<file path="config.mk">
export PLATFORM = sky130hd
export DESIGN_NAME = ulms_top
export DESIGN_NICKNAME = d
export VERILOG_FILES = /design/src/shared/ulms_pkg.sv /design/src/ulms_top.sv
export VERILOG_INCLUDE_DIRS = /design/src /design/src/shared
export SDC_FILE = /design/constraint.sdc
export NUM_CORES = 1
export LEC_CHECK = 0
export ABC_CLOCK_PERIOD_IN_PS = 3900
export BUFFER_PORTS_ARGS = -buffer_cell sky130_fd_sc_hd__buf_2
export CAP_MARGIN = 10
export CORE_UTILIZATION = 53
export DETAILED_ROUTE_END_ITERATION = 16
export PLACE_DENSITY = 0.72
export SLEW_MARGIN = 20
export SYNTH_ARGS = -nofsm -noshare
export SYNTH_HDL_FRONTEND = slang
export SYNTH_SLANG_ARGS = --single-unit
</file>
<file path="constraint.sdc">
create_clock -name core_clk -period 3.9 [get_ports core_clk]
set_input_delay 0.78 -clock core_clk [delete_from_list [all_inputs] [get_ports core_clk]]
set_output_delay 0.78 -clock core_clk [all_outputs]
set_load 0.005 [all_outputs]
</file>
<file path="src/shared/ulms_params.svh">
`ifndef ULMS_PARAMS_SVH
`define ULMS_PARAMS_SVH

// Register offsets on the plain register port
`define ULMS_OFS_DATA 3'h0
`define ULMS_OFS_IER  3'h1
`define ULMS_OFS_LCR  3'h3
`define ULMS_OFS_MCT  3'h4
`define ULMS_OFS_LST  3'h5
`define ULMS_OFS_MST  3'h6
`define ULMS_OFS_SCR  3'h7

// Line status field positions
`define ULMS_LST_EIF  7
`define ULMS_LST_ALLE 6
`define ULMS_LST_TXFE 5
`define ULMS_LST_BRK  4
`define ULMS_LST_FRM  3
`define ULMS_LST_PAR  2
`define ULMS_LST_OVR  1
`define ULMS_LST_RDY  0

// Control field positions
`define ULMS_IER_TXE  1
`define ULMS_LCR_PEN  3
`define ULMS_LCR_EPS  4
`define ULMS_MCT_DTR  0
`define ULMS_MCT_RTS  1
`define ULMS_MCT_AUX1 2
`define ULMS_MCT_AUX2 3
`define ULMS_MCT_LOOP 4

// Reset values
`define ULMS_IER_RST  8'h00
`define ULMS_LCR_RST  8'h00
`define ULMS_MCT_RST  8'h00
`define ULMS_SCR_RST  8'h00

// Timing: one bit time at the fixed line rate
`define ULMS_CLK_PERIOD_NS 100
`define ULMS_BIT_TIME_NS   8680
`define ULMS_BIT_CYC       (`ULMS_BIT_TIME_NS / `ULMS_CLK_PERIOD_NS)
`define ULMS_HALF_CYC      (`ULMS_BIT_CYC / 2)

// FIFO depth, both directions
`define ULMS_FIFO_DEPTH 16

`endif

</file>
<file path="src/shared/ulms_pkg.sv">
package ulms_pkg;

    typedef enum logic [2:0] {
        ULMS_RX_IDLE, ULMS_RX_START, ULMS_RX_DATA, ULMS_RX_PARITY,
        ULMS_RX_STOP, ULMS_RX_HOLD, ULMS_RX_BRKEND
    } ulms_rx_e;

    typedef enum logic {ULMS_TX_IDLE, ULMS_TX_SEND} ulms_tx_e;

    typedef logic [7:0] ulms_byte_t;

endpackage

</file>
<file path="src/ulms_top.sv">
// Implementation choices: the placing of the registers and the address-and-strobe port.
`timescale 1ns/1ns
`include "ulms_params.svh"
// Overview of operation
// - Bit 7 flags any errored character in receive FIFO; read clears only when none left.
// - Bit 6 resets 1; set only when transmit FIFO and shifter are empty.
// - Bit 5 resets 1; set when transmit FIFO empty, cleared by a write.
// - Transmit-empty interrupt raised while bit 5 set and enable bit 1 set.
// - Bit 4 set when line low over a character time; status read clears.
// - Break, framing and parity flags travel with characters, shown only when character reaches FIFO top.
// - Bit 3 set on missing stop bit; status read clears.
// - After framing error on a nonzero character, bad stop is taken as start, sampled again.
// - Bit 2 set on parity failure; status read clears.
// - Bit 1 set when character completes with receive FIFO full; read clears.
// - Overrun character is dropped; FIFO contents stay intact.
// - Bit 0 set while received data stored; cleared when data read out.
// - Modem bits 7..4 show inverted carrier, ring, set ready, clear send.
// - In loopback modem bits 7..4 mirror aux two, aux one, RTS, DTR.
// - Modem bit 3 set when carrier detect changes.
// - Modem bit 2 set when ring status goes from 0 to 1.
// - Modem bits 1,0 set when set ready or clear send changed.
// - Modem interrupt raised while any of modem bits 3..0 set.
// - Eight-bit scratch register, resets 0, affects nothing.
// - Loopback holds transmit pin high, ignores inputs, feeds transmitter to receiver.
module ulms_top (
    input  wire logic           core_clk,
    input  wire logic           reset_n,
    input  wire logic [2:0]     reg_addr,
    input  wire ulms_pkg::ulms_byte_t reg_wdata,
    input  wire logic           reg_wr,
    input  wire logic           reg_rd,
    output ulms_pkg::ulms_byte_t reg_rdata,
    input  wire logic           serial_rx_pin,
    output logic                serial_tx_pin,
    input  wire logic           carrier_detect_n,
    input  wire logic           ring_ind_n,
    input  wire logic           set_ready_n,
    input  wire logic           clear_send_n,
    output logic                dtr_n,
    output logic                rts_n,
    output logic                aux_out_one_n,
    output logic                aux_out_two_n,
    output logic                tx_empty_irq,
    output logic                modem_irq
);
    import ulms_pkg::*;

    localparam int DEPTH = `ULMS_FIFO_DEPTH;

    typedef struct packed {
        ulms_rx_e               rx_st;
        logic [6:0]             rx_tim;
        logic [2:0]             rx_bit;
        ulms_byte_t             rx_sh;
        logic                   rx_perr;
        logic [DEPTH-1:0][10:0] rx_mem;
        logic [3:0]             rx_wp;
        logic [3:0]             rx_rp;
        logic [4:0]             rx_n;
        logic [4:0]             err_n;
        logic                   top_seen;
        ulms_tx_e               tx_st;
        logic [6:0]             tx_tim;
        logic [3:0]             tx_bit;
        logic [9:0]             tx_sh;
        logic [DEPTH-1:0][7:0]  tx_mem;
        logic [3:0]             tx_wp;
        logic [3:0]             tx_rp;
        logic [4:0]             tx_n;
        logic                   tx_line;
        logic                   eif;
        logic                   brk;
        logic                   frm_err;
        logic                   par_err;
        logic                   ovr;
        ulms_byte_t             ier;
        ulms_byte_t             lcr;
        ulms_byte_t             modem_control_reg;
        ulms_byte_t             scr;
        logic [3:0]             lvl;
        logic [3:0]             delta;
        ulms_byte_t             rdata;
        logic                   tx_pin;
        logic [3:0]             mdm_out_n;
        logic                   txe_irq;
        logic                   mdm_irq;
    } ulms_state_s;

    ulms_state_s s_q;
    ulms_state_s s_d;

    logic       loop;
    logic       rxi;
    logic [3:0] cur;
    logic [3:0] mset;
    ulms_byte_t lstat_view;
    logic       rd_lstat;
    logic       rd_mstat;
    logic       rd_dat;
    logic       wr_dat;
    logic       rx_full;
    logic       tx_full;
    logic       rx_pop;

    assign loop = s_q.modem_control_reg[`ULMS_MCT_LOOP];
    // Loopback takes the receiver from our own transmit line
    assign rxi = loop ? s_q.tx_line : serial_rx_pin;
    assign cur = loop ? s_q.modem_control_reg[3:0]
                      : ~{carrier_detect_n, ring_ind_n, set_ready_n, clear_send_n};
    assign mset = {cur[3] ^ s_q.lvl[3],
                   cur[2] & ~s_q.lvl[2],
                   cur[1] ^ s_q.lvl[1], cur[0] ^ s_q.lvl[0]};
    assign rd_lstat = reg_rd && reg_addr == `ULMS_OFS_LST;
    assign rd_mstat = reg_rd && reg_addr == `ULMS_OFS_MST;
    assign rd_dat  = reg_rd && reg_addr == `ULMS_OFS_DATA;
    assign wr_dat  = reg_wr && reg_addr == `ULMS_OFS_DATA;
    assign rx_full = s_q.rx_n == 5'(DEPTH);
    assign tx_full = s_q.tx_n == 5'(DEPTH);
    assign rx_pop  = rd_dat && s_q.rx_n != 5'h00;
    assign lstat_view = {s_q.eif,
                       s_q.tx_n == 5'h00 && s_q.tx_st == ULMS_TX_IDLE,
                       s_q.tx_n == 5'h00,
                       s_q.brk, s_q.frm_err, s_q.par_err, s_q.ovr,
                       s_q.rx_n != 5'h00};

    always_comb
    begin
        logic        push;
        logic [10:0] word;
        logic        push_ok;
        logic        tx_pop;
        logic        par;
        push    = 1'b0;
        word    = 11'h000;
        push_ok = 1'b0;
        tx_pop  = 1'b0;
        par     = 1'b0;
        s_d     = s_q;
        s_d.rdata = 8'h00;

        // Register writes; status registers ignore writes
        if (reg_wr)
        begin
            case (reg_addr)
                `ULMS_OFS_IER: s_d.ier = reg_wdata;
                `ULMS_OFS_LCR: s_d.lcr = reg_wdata;
                `ULMS_OFS_MCT: s_d.modem_control_reg = reg_wdata;
                `ULMS_OFS_SCR: s_d.scr = reg_wdata;
                default:       ;
            endcase
        end

        // Register reads; data stands one cycle only
        if (reg_rd)
        begin
            case (reg_addr)
                `ULMS_OFS_DATA: s_d.rdata = s_q.rx_mem[s_q.rx_rp][7:0];
                `ULMS_OFS_IER:  s_d.rdata = s_q.ier;
                `ULMS_OFS_LCR:  s_d.rdata = s_q.lcr;
                `ULMS_OFS_MCT:  s_d.rdata = s_q.modem_control_reg;
                `ULMS_OFS_LST:  s_d.rdata = lstat_view;
                `ULMS_OFS_MST:  s_d.rdata = {s_q.lvl, s_q.delta};
                `ULMS_OFS_SCR:  s_d.rdata = s_q.scr;
                default:        s_d.rdata = 8'h00;
            endcase
        end

        // Receiver
        case (s_q.rx_st)
            ULMS_RX_IDLE:
            begin
                if (!rxi)
                begin
                    s_d.rx_st  = ULMS_RX_START;
                    s_d.rx_tim = 7'h00;
                end
            end
            ULMS_RX_START:
            begin
                if (s_q.rx_tim == 7'(`ULMS_HALF_CYC))
                begin
                    s_d.rx_tim = 7'h00;
                    s_d.rx_bit = 3'h0;
                    s_d.rx_st  = rxi ? ULMS_RX_IDLE : ULMS_RX_DATA;
                end
                else
                    s_d.rx_tim = s_q.rx_tim + 7'h01;
            end
            ULMS_RX_DATA:
            begin
                s_d.rx_tim = s_q.rx_tim + 7'h01;
                if (s_q.rx_tim == 7'(`ULMS_BIT_CYC - 1))
                begin
                    s_d.rx_tim = 7'h00;
                    s_d.rx_sh  = {rxi, s_q.rx_sh[7:1]};
                    s_d.rx_perr = 1'b0;
                    s_d.rx_bit = s_q.rx_bit + 3'h1;
                    if (s_q.rx_bit == 3'h7)
                        s_d.rx_st = s_q.lcr[`ULMS_LCR_PEN] ? ULMS_RX_PARITY : ULMS_RX_STOP;
                end
            end
            ULMS_RX_PARITY:
            begin
                s_d.rx_tim = s_q.rx_tim + 7'h01;
                if (s_q.rx_tim == 7'(`ULMS_BIT_CYC - 1))
                begin
                    s_d.rx_tim = 7'h00;
                    par = ^{s_q.rx_sh, rxi};
                    s_d.rx_perr = par == s_q.lcr[`ULMS_LCR_EPS];
                    s_d.rx_st = ULMS_RX_STOP;
                end
            end
            ULMS_RX_STOP:
            begin
                s_d.rx_tim = s_q.rx_tim + 7'h01;
                if (s_q.rx_tim == 7'(`ULMS_BIT_CYC - 1))
                begin
                    s_d.rx_tim = 7'h00;
                    if (rxi)
                    begin
                        push = 1'b1;
                        word = {2'b00, s_q.rx_perr, s_q.rx_sh};
                        s_d.rx_st = ULMS_RX_IDLE;
                    end
                    else if (s_q.rx_sh == 8'h00)
                        // All-zero frame may be a break; decide at character end
                        s_d.rx_st = ULMS_RX_HOLD;
                    else
                    begin
                        push = 1'b1;
                        word = {2'b01, s_q.rx_perr, s_q.rx_sh};
                        // Bad stop taken as next start, sampled again at once
                        s_d.rx_tim = 7'(`ULMS_HALF_CYC);
                        s_d.rx_st  = ULMS_RX_START;
                    end
                end
            end
            ULMS_RX_HOLD:
            begin
                s_d.rx_tim = s_q.rx_tim + 7'h01;
                if (rxi)
                begin
                    push = 1'b1;
                    word = {2'b01, s_q.rx_perr, 8'h00};
                    s_d.rx_st = ULMS_RX_IDLE;
                end
                else if (s_q.rx_tim == 7'(`ULMS_HALF_CYC))
                begin
                    push = 1'b1;
                    word = 11'h400;
                    s_d.rx_st = ULMS_RX_BRKEND;
                end
            end
            ULMS_RX_BRKEND:
            begin
                if (rxi)
                    s_d.rx_st = ULMS_RX_IDLE;
            end
            default: s_d.rx_st = ULMS_RX_IDLE;
        endcase

        // Status read clears first, so a same-cycle set below wins
        if (rd_lstat)
        begin
            s_d.brk     = 1'b0;
            s_d.frm_err = 1'b0;
            s_d.par_err = 1'b0;
            s_d.ovr = 1'b0;
        end

        // Top-of-FIFO reveal of stored error flags
        if (s_q.rx_n != 5'h00 && !s_q.top_seen)
        begin
            s_d.brk = s_d.brk | s_q.rx_mem[s_q.rx_rp][10];
            s_d.frm_err = s_d.frm_err | s_q.rx_mem[s_q.rx_rp][9];
            s_d.par_err = s_d.par_err | s_q.rx_mem[s_q.rx_rp][8];
            s_d.top_seen = 1'b1;
        end

        push_ok = push && !rx_full;
        if (push && rx_full)
            s_d.ovr = 1'b1;
        if (push_ok)
        begin
            s_d.rx_mem[s_q.rx_wp] = word;
            s_d.rx_wp = s_q.rx_wp + 4'h1;
        end
        if (rx_pop)
        begin
            s_d.rx_rp = s_q.rx_rp + 4'h1;
            s_d.top_seen = 1'b0;
        end
        s_d.rx_n  = s_q.rx_n + 5'(push_ok) - 5'(rx_pop);
        s_d.err_n = s_q.err_n + 5'(push_ok && word[10:8] != 3'h0)
                  - 5'(rx_pop && s_q.rx_mem[s_q.rx_rp][10:8] != 3'h0);
        if (rd_lstat && s_d.err_n == 5'h00)
            s_d.eif = 1'b0;
        if (push_ok && word[10:8] != 3'h0)
            s_d.eif = 1'b1;

        // Transmit FIFO fill; a write into a full FIFO is dropped
        if (wr_dat && !tx_full)
        begin
            s_d.tx_mem[s_q.tx_wp] = reg_wdata;
            s_d.tx_wp = s_q.tx_wp + 4'h1;
        end

        // Transmitter
        case (s_q.tx_st)
            ULMS_TX_IDLE:
            begin
                if (s_q.tx_n != 5'h00)
                begin
                    tx_pop      = 1'b1;
                    s_d.tx_rp   = s_q.tx_rp + 4'h1;
                    s_d.tx_line = 1'b0;
                    s_d.tx_tim  = 7'h00;
                    par = ^s_q.tx_mem[s_q.tx_rp] ^ ~s_q.lcr[`ULMS_LCR_EPS];
                    s_d.tx_sh = {1'b1, s_q.lcr[`ULMS_LCR_PEN] ? par : 1'b1,
                                 s_q.tx_mem[s_q.tx_rp]};
                    s_d.tx_bit = s_q.lcr[`ULMS_LCR_PEN] ? 4'hA : 4'h9;
                    s_d.tx_st  = ULMS_TX_SEND;
                end
            end
            ULMS_TX_SEND:
            begin
                s_d.tx_tim = s_q.tx_tim + 7'h01;
                if (s_q.tx_tim == 7'(`ULMS_BIT_CYC - 1))
                begin
                    s_d.tx_tim = 7'h00;
                    if (s_q.tx_bit == 4'h0)
                        s_d.tx_st = ULMS_TX_IDLE;
                    else
                    begin
                        s_d.tx_line = s_q.tx_sh[0];
                        s_d.tx_sh   = {1'b1, s_q.tx_sh[9:1]};
                        s_d.tx_bit  = s_q.tx_bit - 4'h1;
                    end
                end
            end
            default: s_d.tx_st = ULMS_TX_IDLE;
        endcase
        s_d.tx_n = s_q.tx_n + 5'(wr_dat && !tx_full) - 5'(tx_pop);

        // Modem status; set beats the read clear
        s_d.lvl = cur;
        if (rd_mstat)
            s_d.delta = 4'h0;
        s_d.delta = s_d.delta | mset;

        // Pins and interrupt requests, all from flops
        s_d.tx_pin    = loop ? 1'b1 : s_d.tx_line;
        s_d.mdm_out_n = loop ? 4'hF : ~s_d.modem_control_reg[3:0];
        s_d.txe_irq   = s_d.tx_n == 5'h00 && s_d.ier[`ULMS_IER_TXE];
        s_d.mdm_irq   = s_d.delta != 4'h0;
    end

    always_ff @(posedge core_clk or negedge reset_n)
    begin
        if (!reset_n)
        begin
            s_q           <= '0;
            s_q.rx_st     <= ULMS_RX_IDLE;
            s_q.tx_st     <= ULMS_TX_IDLE;
            s_q.tx_line   <= 1'b1;
            s_q.tx_pin    <= 1'b1;
            s_q.mdm_out_n <= 4'hF;
            s_q.ier       <= `ULMS_IER_RST;
            s_q.lcr       <= `ULMS_LCR_RST;
            s_q.modem_control_reg       <= `ULMS_MCT_RST;
            s_q.scr       <= `ULMS_SCR_RST;
        end
        else
            s_q <= s_d;
    end

    assign reg_rdata     = s_q.rdata;
    assign serial_tx_pin = s_q.tx_pin;
    assign dtr_n         = s_q.mdm_out_n[`ULMS_MCT_DTR];
    assign rts_n         = s_q.mdm_out_n[`ULMS_MCT_RTS];
    assign aux_out_one_n = s_q.mdm_out_n[`ULMS_MCT_AUX1];
    assign aux_out_two_n = s_q.mdm_out_n[`ULMS_MCT_AUX2];
    assign tx_empty_irq  = s_q.txe_irq;
    assign modem_irq     = s_q.mdm_irq;

    AST_ALL_EMPTY_NEEDS_FIFO_EMPTY: assert property (@(posedge core_clk) disable iff (!reset_n)
        lstat_view[`ULMS_LST_ALLE] |-> lstat_view[`ULMS_LST_TXFE])
        else $error("tx_all_empty set with data in transmit FIFO");

    AST_FIFO_EMPTY_CLEARS: assert property (@(posedge core_clk) disable iff (!reset_n)
        wr_dat && s_q.tx_n == 5'h00 |=> !lstat_view[`ULMS_LST_TXFE])
        else $error("tx_fifo_empty not cleared by a data write");

    AST_TX_IRQ: assert property (@(posedge core_clk) disable iff (!reset_n)
        lstat_view[`ULMS_LST_TXFE] && s_q.ier[`ULMS_IER_TXE] && !reg_wr |=> tx_empty_irq)
        else $error("transmit-empty interrupt missing");

    AST_OVERRUN: assert property (@(posedge core_clk) disable iff (!reset_n)
        $rose(s_q.ovr) |-> $past(rx_full))
        else $error("overrun flagged without a full receive FIFO");

    AST_OVR_SET: assert property (@(posedge core_clk) disable iff (!reset_n)
        rx_full && !rx_pop && s_d.rx_n == s_q.rx_n && s_q.rx_st == ULMS_RX_STOP && rxi
        && s_q.rx_tim == 7'(`ULMS_BIT_CYC - 1) |=> s_q.ovr && s_q.rx_n == 5'(DEPTH))
        else $error("overrun not flagged or full FIFO altered");

    AST_LOOP_PIN: assert property (@(posedge core_clk) disable iff (!reset_n)
        loop |=> serial_tx_pin && dtr_n && rts_n)
        else $error("loopback does not hold the pins high");

    AST_LOOP_MSR: assert property (@(posedge core_clk) disable iff (!reset_n)
        loop ##1 loop |-> s_q.lvl == $past(s_q.modem_control_reg[3:0]))
        else $error("loopback modem levels do not mirror modem control");

    AST_MSR_CLEAR: assert property (@(posedge core_clk) disable iff (!reset_n)
        rd_mstat && mset == 4'h0 ##1 mset == 4'h0 |-> s_q.delta == 4'h0 ##1 !modem_irq)
        else $error("modem status read did not clear change flags");

    AST_MODEM_IRQ: assert property (@(posedge core_clk) disable iff (!reset_n)
        s_q.delta != 4'h0 && !rd_mstat |=> modem_irq)
        else $error("modem interrupt missing");

    AST_SCRATCH: assert property (@(posedge core_clk) disable iff (!reset_n)
        reg_wr && reg_addr == `ULMS_OFS_SCR ##1 !reg_wr ##1 reg_rd && reg_addr == `ULMS_OFS_SCR
        |=> reg_rdata == $past(reg_wdata, 3))
        else $error("scratch register did not return written value");
endmodule

</file>
==> impl_results.md <==
* Placed cells at roughly 2000
* Final cell count without fillers at about 2100
* Data required time of the critical path at around 4.4 ns
* Post-CTS Repair Setup Buffers at 0
* Vias at roughly 12000
* Chip width at roughly 200 µm
* Detail Route met2 WL at roughly 22000 µm
* Wire per inst at roughly 22 µm
* # clock sinks at about 440
* Final setup fails at 0
* Post-Syn Nets at about 1600
* M1 WL at 20000 µm
* WP data arrival at 4.30 ns
* First-pass GRT wire length at 74400 µm
* CTS tree: built
* Area Overhead vs Synth at 12.1%
* Worst-Skew Late Latency at approximately 0.58 ns
* Fmax at 260 MHz
* Worst-path cell chain: buf_4, mux4_2, mux4_2, nor3_2, nor2_1, ha_1, inv_1, ha_1, inv_1, fa_1, xnor2_1, or4_1, o31ai_1, nand2_1
* Routed Antenna Nets at 0
* Crit start category: register
* Syn Inst Count at 1502
* Setup ws final at 0.0534 ns
* Crit path capture type: register
* GRT Total Usage at 23.7%
* Post-synth cell types at 67
* DR pass1 iterations at 5
* Fin nets at about 1600
* GPL Wtd Cong at about 0.87
* Dpl hpwl at approximately 30000 µm
* Syn_area_per_cell at ~14 µm²
* Hold Vio Cnt, Final at 0
* Post-synth EDFFs at 0
* I/O pin cnt at 35
* Met3 WL at 2170 µm
* Num CTS Buffers at 47
* Die area at 0.0403 mm²
* Max Root-Sink Buffers at 3
* Worst-path maximum fanout at 4
* Clock-pin slew on the worst setup and hold paths at ~0.06 ns
* Number of port buffers at 34
* Drt total wl at roughly 46000 µm
* DR iter-0 viols at just over 700
* Most frequent cells after synthesis: dfrtp_1 (435), mux2_2 (346), mux4_2 (74)
* Core Region at roughly 0.039 mm²
* Initial Utilization at a little over half
* Hold crit path type: in -> async
* Critical path's slowest cell: mux4_2
* Ys flop type: dfrtp_1
* Critical path class: reg -> reg
* Max_cap viols at 0
* Clk root buf: clkbuf_16
* Initial antenna violation count at 0
* Die height at around 200 µm
* Crit share post-route at a little over nine tenths
* Row cnt at 72
* RSZ-0062 raised after global routing: true
* Worst slew pin tran at roughly 1.1 ns
* Static leakage at 0.0113 µW
* Pre-CTS setup slack at approximately 0.010 ns
* Grt ovf at 0
* Synth area leader: dfrtp_1
* Via/cell ratio at approximately 5.9
* DRC at 0
* Diodes inserted at 0
* Flop and latch count out of synthesis at about 440
* Max incr delay on CP at about 0.53 ns
* Hold slack at about 0.24 ns
* Yosys top cell area share at between 50% and 60%
* PwrDens at roughly 540 mW/mm²
* Most frequent cell after synthesis: dfrtp_1
* Top cells by area, synth: dfrtp_1 (52%), mux2_2 (19%), mux4_2 (8.0%)
* Layout cell share with drive strength beyond 1 at approximately two fifths
* Pin count of the biggest net entering global routing at a little under 90
* Synthesis Warnings at 0
* Layout Skew at 0.0184 ns
* Synth Cell Area at around 0.021 mm²
* Vias in the first global route at roughly 13000
* Slew HR at around 29%
* Seq/Total Area, Yosys at a little over half
* CTS H-tree lvls at 2
* Outcome: complete, no violations
* DR top layer: met4
* Async SR Flop Fraction at 100%
* Hold buffers post-CTS at 0
* Worst VDD drop at between 400 and 500 µV
* Final Max Slew Viols at 0
* Min cycle time layout at around 3.8 ns
## layer usage
metal | global-route usage (%) | up-vias
met2 | 38.7 | 298
met4 | 8.72 | 0
li1 | - | 5544
met5 | 0 | -
met3 | 3.78 | 89
met1 | 32.3 | 6508
## stage by stage
step | instance area, µm² | total power (µW) | TNS [ns] | utilization [%]
after CTS | 23500 | 12900 | 0 | 60.4
after floorplan | 20900 | 7400 | 0 | -
after global placement | 21800 | 8060 | 0 | 56.2
after global routing | 23500 | 13400 | -0.101 | 60.4
after detailed placement | 21800 | 8160 | 0 | 56.2
final | 23500 | 12800 | 0 | 60.4
## layout make-up
type	instances	area [µm²]
clock inverters	23	294
inverters	44	165
clock buffers	62	1340
fillers	2912	15400
flip-flops and latches	441	11000
repair buffers	102	766
well taps	518	648
multi-input cells	901	9200
## path summary, 6_finish.rpt
check / from / cells after the start / endpoint / slack, ns
min in group core_clk: ring_ind_n / 2 / s_q[21] / 0.45
hold / removal: reset_n / 1 / s_q[95] / 0.24
max in group asynchronous: reset_n / 2 / s_q[236] / 2.68
setup reg to reg: s_q[235] / 14 / lstat_view[7] / 0.05
hold reg to reg: s_q[211] / 1 / s_q[211] / 0.47
setup / recovery: s_q[235] / 14 / lstat_view[7] / 0.05
## report_power, final
group	internal, µW	total (µW)	leakage, µW	switching, µW
registers	5150	5550	0.00588	399
clock network	2830	4700	0.000820	1870
logic	1330	2530	0.00456	1200
## critical path, delay by kind of cell (launching register included)
kind | cells | cell delay [ns]
compound gates | 1 | 0.20
xor+xnor | 1 | 0.17
fa+ha+maj | 3 | 0.85
buf+inv | 3 | 0.29
flops | 1 | 0.39
mux | 2 | 1.03
simple gates | 4 | 0.78
## cell usage in the layout (no fill, tap or decap), types with 8 or more instances in the layout
cell type,Yosys,routed
dfrtp_1,435,432
mux2_2,346,346
mux4_2,74,74
nand2_1,65,65
buf_4,9,62
clkbuf_16,0,48
inv_1,44,44
nand3_1,42,42
nor2_1,37,37
o21ai_0,37,37
ha_1,34,34
buf_2,22,33
xnor2_1,32,32
a21oi_1,24,24
a22oi_1,19,19
mux4_1,18,18
nor2b_1,13,13
mux2i_1,13,13
a22o_1,13,13
nand4_1,13,13
clkinv_2,0,12
and3_1,11,11
and2_1,9,9
clkbuf_8,0,9
nand2b_1,8,8
a21o_1,8,8
## registers in the layout, summed over array words and instances, names as in the netlist
| register | cells |
|---|---|
| tx_empty_irq | 1 |
| aux_out_one_n | 1 |
| lstat_view | 5 |
| s_q | 420 |
| modem_irq | 1 |
| reg_rdata | 8 |
| dtr_n | 1 |
| rts_n | 1 |
| loop | 1 |
| serial_tx_pin | 1 |
| aux_out_two_n | 1 |
## timing repair
| item | in CTS | in global routing |
|---|---|---|
| gates resized for setup | 0 | 2 |
| hold endpoints to repair | 0 | 0 |
| setup endpoints to repair | 0 | 1 |
## cells by family after synthesis
| kind of cell | Yosys count | share of synthesized area, % |
|---|---|---|
| mux | 454 | 29.6 |
| flops | 441 | 52.8 |
| simple gates | 234 | 5.68 |
| buf+inv | 160 | 3.36 |
| compound gates | 133 | 4.19 |
| xor+xnor | 43 | 2.03 |
| fa+ha+maj | 37 | 2.32 |
Power figures use the tool's default switching activity.
